===== src/core/pcg_pkg.sv =====
// Constants shared by the clock generator control logic
package pcg_pkg;
	// Register addresses on the byte-wide register port
	localparam logic [7:0] PCG_CTRL_ADDR = 8'h36;
	localparam logic [7:0] PCG_BW_ADDR = 8'h37;
	localparam logic [7:0] PCG_MULH_ADDR = 8'h38;
	localparam logic [7:0] PCG_MULL_ADDR = 8'h39;
	localparam logic [7:0] PCG_VRS_ADDR = 8'h3A;
	localparam logic [7:0] PCG_RDS_ADDR = 8'h3B;
	// Reset values
	localparam logic [7:0] PCG_CTRL_RST = 8'h20;
	localparam logic [7:0] PCG_BW_RST = 8'h00;
	localparam logic [7:0] PCG_MULH_RST = 8'h00;
	localparam logic [7:0] PCG_MULL_RST = 8'h40;
	localparam logic [7:0] PCG_VRS_RST = 8'h40;
	localparam logic [7:0] PCG_RDS_RST = 8'h01;
	// Control register fields
	localparam int unsigned PCG_CTRL_IE_BIT = 7;
	localparam int unsigned PCG_CTRL_FLAG_BIT = 6;
	localparam int unsigned PCG_CTRL_ON_BIT = 5;
	localparam int unsigned PCG_CTRL_BCS_BIT = 4;
	localparam int unsigned PCG_CTRL_PRE_LSB = 2;
	localparam int unsigned PCG_CTRL_VPR_LSB = 0;
	// Bandwidth control register fields
	localparam int unsigned PCG_BW_AUTO_BIT = 7;
	localparam int unsigned PCG_BW_LOCK_BIT = 6;
	localparam int unsigned PCG_BW_ACQ_BIT = 5;
	// Field widths
	localparam int unsigned PCG_MUL_W = 12;
	localparam int unsigned PCG_RDS_W = 4;
	localparam int unsigned PCG_DIV_W = 15;
	// Nominal VCO centre step and system clock
	localparam int unsigned PCG_NOM_FREQ_HZ = 38400;
	localparam int unsigned PCG_CLK_FREQ_HZ = 50000000;
endpackage


===== src/core/pcg_ctrl.sv =====
// Clock generator control: registers, interlocks, dividers and output clock
// Function
// - Crystal clock runs at crystal rate and is buffered as loop reference.
// - Oscillator runs when integration enable is set outside stop, or run-in-stop bit is set.
// - Reference clock is divided by programmable factor R for the detector.
// - VCO clock is divided by two to the P, then by N, for feedback.
// - VCO centre is L times two to the E times 38.4 kHz.
// - Loop runs acquisition or tracking, switched automatically or by software.
// - Six registers: control, bandwidth, multiplier high/low, VCO range, divider.
// - With automatic mode off, lock interrupt enable stays clear, ignores writes.
// - With automatic mode off, lock-change flag and lock indicator read zero.
// - With automatic mode on, acquisition select is read-only.
// - Loop off or VCO range zero holds base clock select clear.
// - With loop power on, programming registers ignore writes.
// - Base clock select set forces loop power on and read-only.
// - Stop while VCO clock drives output clears base clock select.
// - Stop without run-in-stop disables oscillator and loop, outputs low.
// - Stop with run-in-stop shuts the loop but keeps the oscillator.
// - In break with clear enable low, control access keeps the lock flag.
//
// Local design decision: strobed register access.
module pcg_ctrl
	import pcg_pkg::*;
(
	input wire logic CLK_I,
	input wire logic RSTN_I,
	input wire logic [7:0] ADDR_I,
	input wire logic [7:0] WDATA_I,
	input wire logic WR_I,
	input wire logic RD_I,
	output logic [7:0] RDATA_O,
	input wire logic XTAL_TICK_I,
	input wire logic VCO_TICK_I,
	input wire logic LOCK_I,
	input wire logic STOP_I,
	input wire logic BREAK_I,
	input wire logic BREAK_CLEAR_ENABLE_I,
	input wire logic INTEGRATION_OSC_ENABLE_I,
	input wire logic OSC_RUN_IN_STOP_I,
	output logic OSC_ENABLE_O,
	output logic PLL_ENABLE_O,
	output logic CRYSTAL_CLOCK_OUT_O,
	output logic DIVIDED_REFERENCE_CLOCK_O,
	output logic VCO_FEEDBACK_CLOCK_O,
	output logic GENERATOR_OUTPUT_CLOCK_O,
	output logic OUTPUT_FROM_VCO_O,
	output logic TRACKING_O,
	output logic LOCK_IRQ_O,
	output logic [7:0] VCO_RANGE_VALUE_O,
	output logic [1:0] VCO_RANGE_POWER_O
);
	logic ie_reg, ie_next;
	logic flag_reg, flag_next;
	logic on_reg, on_next;
	logic bcs_reg, bcs_next;
	logic [1:0] pre_reg, pre_next;
	logic [1:0] vpr_reg, vpr_next;
	logic auto_reg, auto_next;
	logic acq_n_reg, acq_n_next;
	logic [PCG_MUL_W-1:0] mul_reg, mul_next;
	logic [7:0] vrs_reg, vrs_next;
	logic [PCG_RDS_W-1:0] rds_reg, rds_next;
	logic lock_q_reg, lock_q_next;
	logic [7:0] rdata_reg, rdata_next;
	logic osc_en_reg, osc_en_next;
	logic pll_en_reg, pll_en_next;
	logic xclk_reg, xclk_next;
	logic irq_reg, irq_next;
	logic wr_ctrl, wr_bw, rd_ctrl, hold_out, pll_run, lock_eff, flag_set, flag_clr;
	logic vco_tick;
	logic [PCG_DIV_W-1:0] ref_div, fb_div;
	logic [PCG_MUL_W-1:0] n_eff;

	// Decode and qualified status
	always_comb
	begin
		wr_ctrl = WR_I && (ADDR_I == PCG_CTRL_ADDR);
		wr_bw = WR_I && (ADDR_I == PCG_BW_ADDR);
		rd_ctrl = RD_I && (ADDR_I == PCG_CTRL_ADDR);
		pll_run = on_reg && !STOP_I;
		lock_eff = LOCK_I && pll_run;
		hold_out = STOP_I && !OSC_RUN_IN_STOP_I;
		flag_set = auto_reg && (lock_eff != lock_q_reg);
		flag_clr = rd_ctrl && !(BREAK_I && !BREAK_CLEAR_ENABLE_I);
	end

	// Register file next state with interlocks
	always_comb
	begin
		ie_next = ie_reg;
		on_next = on_reg;
		bcs_next = bcs_reg;
		pre_next = pre_reg;
		vpr_next = vpr_reg;
		auto_next = auto_reg;
		acq_n_next = acq_n_reg;
		mul_next = mul_reg;
		vrs_next = vrs_reg;
		rds_next = rds_reg;
		if (!auto_reg)
			ie_next = 1'b0;
		else if (wr_ctrl)
			ie_next = WDATA_I[PCG_CTRL_IE_BIT];
		if (bcs_reg)
			on_next = 1'b1;
		else if (wr_ctrl)
			on_next = WDATA_I[PCG_CTRL_ON_BIT];
		if (!on_reg || (vrs_reg == 8'h00))
			bcs_next = 1'b0;
		else if (STOP_I && bcs_reg)
			bcs_next = 1'b0;
		else if (wr_ctrl)
			bcs_next = WDATA_I[PCG_CTRL_BCS_BIT];
		if (!on_reg)
		begin
			if (wr_ctrl)
			begin
				pre_next = WDATA_I[PCG_CTRL_PRE_LSB+:2];
				vpr_next = WDATA_I[PCG_CTRL_VPR_LSB+:2];
			end
			if (WR_I && (ADDR_I == PCG_MULH_ADDR))
				mul_next[11:8] = WDATA_I[3:0];
			if (WR_I && (ADDR_I == PCG_MULL_ADDR))
				mul_next[7:0] = WDATA_I;
			if (WR_I && (ADDR_I == PCG_VRS_ADDR))
				vrs_next = WDATA_I;
			if (WR_I && (ADDR_I == PCG_RDS_ADDR))
				rds_next = WDATA_I[PCG_RDS_W-1:0];
		end
		if (wr_bw)
			auto_next = WDATA_I[PCG_BW_AUTO_BIT];
		if (auto_reg)
			acq_n_next = lock_eff;
		else if (wr_bw)
			acq_n_next = WDATA_I[PCG_BW_ACQ_BIT];
	end

	// Lock-change flag: set wins over clear
	always_comb
	begin
		lock_q_next = lock_eff;
		if (!auto_reg)
			flag_next = 1'b0;
		else if (flag_set)
			flag_next = 1'b1;
		else if (flag_clr)
			flag_next = 1'b0;
		else
			flag_next = flag_reg;
	end

	// Read data, one cycle after the strobe
	always_comb
	begin
		rdata_next = 8'h00;
		if (RD_I)
		begin
			unique case (ADDR_I)
				PCG_CTRL_ADDR: rdata_next = {ie_reg, flag_reg && auto_reg, on_reg, bcs_reg, pre_reg, vpr_reg};
				PCG_BW_ADDR: rdata_next = {auto_reg, lock_q_reg && auto_reg, acq_n_reg, 5'h00};
				PCG_MULH_ADDR: rdata_next = {4'h0, mul_reg[11:8]};
				PCG_MULL_ADDR: rdata_next = mul_reg[7:0];
				PCG_VRS_ADDR: rdata_next = vrs_reg;
				PCG_RDS_ADDR: rdata_next = {4'h0, rds_reg};
				default: rdata_next = 8'h00;
			endcase
		end
	end

	// Oscillator, loop and crystal clock
	always_comb
	begin
		osc_en_next = (INTEGRATION_OSC_ENABLE_I && !STOP_I) || OSC_RUN_IN_STOP_I;
		pll_en_next = pll_run;
		xclk_next = XTAL_TICK_I && osc_en_reg;
		irq_next = flag_next && ie_next;
		vco_tick = VCO_TICK_I && pll_en_reg;
		ref_div = (rds_reg == 4'h0) ? 15'h0001 : {11'h000, rds_reg};
		n_eff = (mul_reg == 12'h000) ? 12'h001 : mul_reg;
		fb_div = PCG_DIV_W'({3'h0, n_eff} << pre_reg);
	end

	always_ff @(posedge CLK_I)
	begin
		if (!RSTN_I)
		begin
			ie_reg <= PCG_CTRL_RST[PCG_CTRL_IE_BIT];
			flag_reg <= PCG_CTRL_RST[PCG_CTRL_FLAG_BIT];
			on_reg <= PCG_CTRL_RST[PCG_CTRL_ON_BIT];
			bcs_reg <= PCG_CTRL_RST[PCG_CTRL_BCS_BIT];
			pre_reg <= PCG_CTRL_RST[PCG_CTRL_PRE_LSB+:2];
			vpr_reg <= PCG_CTRL_RST[PCG_CTRL_VPR_LSB+:2];
			auto_reg <= PCG_BW_RST[PCG_BW_AUTO_BIT];
			acq_n_reg <= PCG_BW_RST[PCG_BW_ACQ_BIT];
			mul_reg <= {PCG_MULH_RST[3:0], PCG_MULL_RST};
			vrs_reg <= PCG_VRS_RST;
			rds_reg <= PCG_RDS_RST[PCG_RDS_W-1:0];
			lock_q_reg <= 1'b0;
			rdata_reg <= 8'h00;
			osc_en_reg <= 1'b0;
			pll_en_reg <= 1'b0;
			xclk_reg <= 1'b0;
			irq_reg <= 1'b0;
		end
		else
		begin
			ie_reg <= ie_next;
			flag_reg <= flag_next;
			on_reg <= on_next;
			bcs_reg <= bcs_next;
			pre_reg <= pre_next;
			vpr_reg <= vpr_next;
			auto_reg <= auto_next;
			acq_n_reg <= acq_n_next;
			mul_reg <= mul_next;
			vrs_reg <= vrs_next;
			rds_reg <= rds_next;
			lock_q_reg <= lock_q_next;
			rdata_reg <= rdata_next;
			osc_en_reg <= osc_en_next;
			pll_en_reg <= pll_en_next;
			xclk_reg <= xclk_next;
			irq_reg <= irq_next;
		end
	end

	pcg_div u_ref_div (
		.clk_i(CLK_I),
		.rstn_i(RSTN_I),
		.run_i(pll_en_reg),
		.tick_i(xclk_reg),
		.div_i(ref_div),
		.pulse_o(DIVIDED_REFERENCE_CLOCK_O)
	);

	pcg_div u_fb_div (
		.clk_i(CLK_I),
		.rstn_i(RSTN_I),
		.run_i(pll_en_reg),
		.tick_i(vco_tick),
		.div_i(fb_div),
		.pulse_o(VCO_FEEDBACK_CLOCK_O)
	);

	pcg_clksw u_out_sw (
		.clk_i(CLK_I),
		.rstn_i(RSTN_I),
		.hold_i(hold_out),
		.sel_i(bcs_reg),
		.tick_a_i(xclk_reg),
		.tick_b_i(vco_tick),
		.clk_o(GENERATOR_OUTPUT_CLOCK_O),
		.sel_o(OUTPUT_FROM_VCO_O)
	);

	assign RDATA_O = rdata_reg;
	assign OSC_ENABLE_O = osc_en_reg;
	assign PLL_ENABLE_O = pll_en_reg;
	assign CRYSTAL_CLOCK_OUT_O = xclk_reg;
	assign TRACKING_O = acq_n_reg;
	assign LOCK_IRQ_O = irq_reg;
	assign VCO_RANGE_VALUE_O = vrs_reg;
	assign VCO_RANGE_POWER_O = vpr_reg;
endmodule


===== src/core/pcg_div.sv =====
// Programmable tick divider: one output pulse per div_i input ticks
module pcg_div
	import pcg_pkg::*;
(
	input wire logic clk_i,
	input wire logic rstn_i,
	input wire logic run_i,
	input wire logic tick_i,
	input wire logic [PCG_DIV_W-1:0] div_i,
	output logic pulse_o
);
	logic [PCG_DIV_W-1:0] cnt_reg;
	logic [PCG_DIV_W-1:0] cnt_next;
	logic pulse_reg;
	logic pulse_next;

	always_comb
	begin
		cnt_next = cnt_reg;
		pulse_next = 1'b0;
		if (!run_i)
			cnt_next = '0;
		else if (tick_i)
		begin
			if (cnt_reg >= div_i - 15'h0001)
			begin
				cnt_next = '0;
				pulse_next = 1'b1;
			end
			else
				cnt_next = cnt_reg + 15'h0001;
		end
	end

	always_ff @(posedge clk_i)
	begin
		if (!rstn_i)
		begin
			cnt_reg <= '0;
			pulse_reg <= 1'b0;
		end
		else
		begin
			cnt_reg <= cnt_next;
			pulse_reg <= pulse_next;
		end
	end

	assign pulse_o = pulse_reg;
endmodule


===== src/core/pcg_clksw.sv =====
// Glitch-free source switch producing the halved output clock
module pcg_clksw
(
	input wire logic clk_i,
	input wire logic rstn_i,
	input wire logic hold_i,
	input wire logic sel_i,
	input wire logic tick_a_i,
	input wire logic tick_b_i,
	output logic clk_o,
	output logic sel_o
);
	logic out_reg;
	logic out_next;
	logic sel_reg;
	logic sel_next;
	logic cur_tick;

	always_comb
	begin
		cur_tick = sel_reg ? tick_b_i : tick_a_i;
		out_next = out_reg;
		sel_next = sel_reg;
		if (hold_i)
		begin
			out_next = 1'b0;
			// Source may only move once the output is already low
			if (!out_reg)
				sel_next = sel_i;
		end
		else if (!out_reg && (sel_i != sel_reg))
			sel_next = sel_i;
		else if (cur_tick)
			out_next = !out_reg;
	end

	always_ff @(posedge clk_i)
	begin
		if (!rstn_i)
		begin
			out_reg <= 1'b0;
			sel_reg <= 1'b0;
		end
		else
		begin
			out_reg <= out_next;
			sel_reg <= sel_next;
		end
	end

	assign clk_o = out_reg;
	assign sel_o = sel_reg;
endmodule


===== config.mk =====
export PLATFORM = sky130hd
export DESIGN_NAME = pcg_ctrl
export DESIGN_NICKNAME = d
export VERILOG_FILES = /design/src/core/pcg_pkg.sv /design/src/core/pcg_ctrl.sv /design/src/core/pcg_div.sv /design/src/core/pcg_clksw.sv
export SDC_FILE = /design/constraint.sdc
export NUM_CORES = 1
export LEC_CHECK = 0
export BUFFER_PORTS_ARGS = -buffer_cell sky130_fd_sc_hd__buf_4
export CAP_MARGIN = 20
export CORE_ASPECT_RATIO = 0.9
export CORE_UTILIZATION = 53
export DETAILED_ROUTE_END_ITERATION = 16
export HOLD_SLACK_MARGIN = 0.06
export PLACE_DENSITY = 0.73
export SYNTH_ARGS = -nofsm -noshare
export SYNTH_HDL_FRONTEND = slang
export SYNTH_HIERARCHICAL = 1
export SYNTH_SLANG_ARGS = --single-unit

===== constraint.sdc =====
create_clock -name CLK_I -period 6.98 [get_ports CLK_I]
set_clock_uncertainty 0.1 [all_clocks]
set_input_delay 0.349 -clock CLK_I [delete_from_list [all_inputs] [get_ports CLK_I]]
set_output_delay 0.349 -clock CLK_I [all_outputs]
set_load 0.1 [all_outputs]

==> parameters.txt <==
Parameter                              Value

STA
  Fmax    210 MHz
  Sum of negative setup slack    0 ns
  Tcrit/Tclk final    68.2%
  Final setup violation count    0
  Hold Fails Final Rpt    0
  Minimum clock period    4.76 ns
  Worst slew margin    28.2%
  Worst Tran Pin Value    1.07 ns
  Unrepaired setup endpoints after global routing    no
  Number of pins exceeding their max-slew limit in the final report    0

Run status
  Run status    finished, final reports clean

Yosys
  Number of instances in the synthesized netlist    641
  Number of enable-type register cells in the synthesized netlist    0
  Mean instance size in the synthesized netlist    8.53 µm²
  Post-synthesis sequential element count    81
  Most used flip-flop cell after synthesis    dfxtp_1
  Leading area contributor after synthesis    dfxtp_1
  Top area cells in the synthesized netlist    dfxtp_1 (30%), ha_1 (7.8%), xnor2_1 (5.1%)
  Sequential share of the synthesized area    29.6%
  Yosys top cell area share    29.6%
  Post-synthesis instance area    5470 µm²
  Distinct cell type count after synthesis    62
  Total of warnings raised by yosys    6
  Async set or reset register ratio after synthesis    0%

Global routing
  Via count of the first global-routing pass    4744
  Maximum number of pins on one net before global-route repair    29
  Gr usage total    27.1%
  Final global-route overflow total    0
  Antenna violations before repair    0
  Wire length of the first global-routing pass    23100 µm

Clock tree
  Buffers from clock root to sink, at most    2
  Count of cells resized by post-cts repair    0
  Clock root buffer    clkbuf_16
  H-tree depth    3
  Clock sink count    81
  Num CTS Buffers    9
  Post-CTS Hold Fix Bufs    0
  Insertion delay to the later sink of the worst-skew pair    0.34 ns
  TritonCTS clock tree    built
  Worst-path clk slew    0.07 ns
  Post-CTS setup buffer count    0

Route
  Number of iterations in the first detailed-routing pass    5
  Vias per cell    6.03
  Aggregate routed wire length    13600 µm
  Detail Route Antenna Nets    0
  Overall via count from detail_route    4984
  Number of DRC markers in iteration 0    261
  Wire length per cell after detailed routing    16.4 µm
  Total DRC errors in the routed layout    0

Finish
  Final design area excluding fillers    6260 µm²
  Most frequent cells in the layout    dfxtp_1 (81), nand2_1 (61), buf_4 (55)
  Most frequent standard cell in the layout excluding fill and tap cells    dfxtp_1
  Diodes inserted    0
  Final-stage net count    758
  Fraction of final layout cells with drive strength greater than 1    15.4%
  Syn-to-layout area delta    14.5%
  Layout fillers    869
  Non-filler cells, final    827

Placed design
  Post-placement cell area    5980 µm²
  HPWL after detailed placement    9810 µm
  Number of port buffers    54
  Final RePlAce weighted congestion    0.849
  Placed cell count    810

Die
  Core ar.    9830 µm²
  Initial Util    55.7%
  Floorplan die area    10700 µm²
  Die Span Y    98.4 µm
  Die X-Extent    109 µm
  Standard-cell row count    34
  Number of top-level pins    55

Power and ir drop
  Peak ir drop on the vdd network    0.000153 V
  Clock power share    44.9%
  Net load switching power    0.251 mW
  Switching part of the total    25.6%
  Combinational share of power    7.7%
  Share of power burned in registers    47.4%
  Total power divided by cell area    157 nW/µm²
  Internal    0.731 mW
  Pleak    2.25 nW

Setup path
  Required time of the critical path    7.13 ns
  Worst Setup End Kind    register
  Startpoint Class    register
  Worst endpoint data arrival time    4.90 ns
  CP Class    register to register
  Maximum net fanout on the critical path    23

Min path
  Worst min-delay path category    input pin to register

Run
  Max_cap viols    0
-- logic make-up (layout without fill, tap and decap cells) --
kind of cell | after synthesis | count (layout) | share of synthesized area (%)
adder cells (fa/ha/maj) | 34 | 34 | 7.78
multiplexers | 34 | 34 | 7.09
AND/OR/NAND/NOR | 238 | 238 | 25.3
flip-flops | 81 | 81 | 29.6
XOR/XNOR | 49 | 49 | 7.85
AO/OA/AOI/OAI | 140 | 140 | 17.7
buffers and inverters | 64 | 92 | 4.64
other | 1 | 33 | 0.0686
-- cell usage after synthesis (all sizes together) (15+ instances only) --
| cell | instances |
|---|---|
| dfxtp | 81 |
| nand2 | 61 |
| a21oi | 44 |
| nor2 | 39 |
| clkbuf | 36 |
| ha | 34 |
| xnor2 | 32 |
| nand4 | 29 |
| a211oi | 28 |
| mux2i | 23 |
| inv | 20 |
| o31ai | 20 |
| nor3 | 17 |
| xor2 | 17 |
| nor4 | 15 |
-- worst paths after layout --
kind                            from                          endpoint  slack (ns)  cells after the start
max          pre_reg[0]$_SDFFE_PN0P_  u_fb_div/cnt_reg[8]$_SDFFE_PN0P_        2.22                     13
min reg2reg  OSC_ENABLE_O$_SDFF_PN0_    CRYSTAL_CLOCK_OUT_O$_SDFF_PN0_        0.38                      1
max reg2reg  pre_reg[0]$_SDFFE_PN0P_  u_fb_div/cnt_reg[8]$_SDFFE_PN0P_        2.22                     13
min                           STOP_I           PLL_ENABLE_O$_SDFF_PN0_        0.11                      2
-- critical path, stage by stage (launching register included) --
cell      delay, ns
dfxtp_1        0.90
mux2i_1        0.32
mux2_2         0.19
a31oi_1        0.07
nor4_1         0.62
nand3b_1       0.23
nor3b_1        0.29
xnor2_1        0.16
ha_1           0.26
a21oi_1        0.16
o21ai_0        0.10
a21oi_1        0.42
o21ai_1        0.48
a211oi_1       0.36
-- power by group through the flow --
stage / combinational, mW / sequential, mW / clock, mW
4_1_cts: 0.0740 / 0.466 / 0.447
3_5_place_dp: 0.0735 / 0.477 / 0
2_1_floorplan: 0.0403 / 0.483 / 0
3_3_place_gp: 0.0725 / 0.477 / 0
5_1_grt: 0.0818 / 0.466 / 0.468
6_report: 0.0754 / 0.466 / 0.441
-- final cells by class --
cell class	instances	area, µm²	area share [%]
inverter	20	75.1	1.20
sequential	81	1620	25.9
clock buffer	10	229	3.66
clock inverter	6	45.0	0.719
multi-input combinational	528	3710	59.3
timing repair buffer	56	418	6.67
tap	126	158	2.52
-- per-stage QoR --
| step | power [mW] | setup slack [ns] | hold WS [ns] | utilization [%] |
|---|---|---|---|---|
| after global routing | 1.02 | 1.71 | 0.111 | 63.7 |
| after detailed placement | 0.550 | 2.34 | 0.371 | 60.9 |
| after global placement | 0.549 | 2.63 | 0.365 | 60.9 |
| after CTS | 0.987 | 2.32 | 0.0959 | 63.7 |
| final | 0.983 | 2.22 | 0.111 | 63.7 |
| after floorplan | 0.524 | 3.02 | 0.329 | - |
-- per-layer routing --
| layer | up-vias | track usage (%) | wire [µm] |
|---|---|---|---|
| met5 | - | 0 | 0 |
| met4 | 0 | 7.38 | 170 |
| met3 | 16 | 4.81 | 721 |
| met2 | 173 | 44.9 | 6540 |
| met1 | 2333 | 35.9 | 6150 |
| li1 | 2462 | - | - |
(Power assumes the default switching activity.)
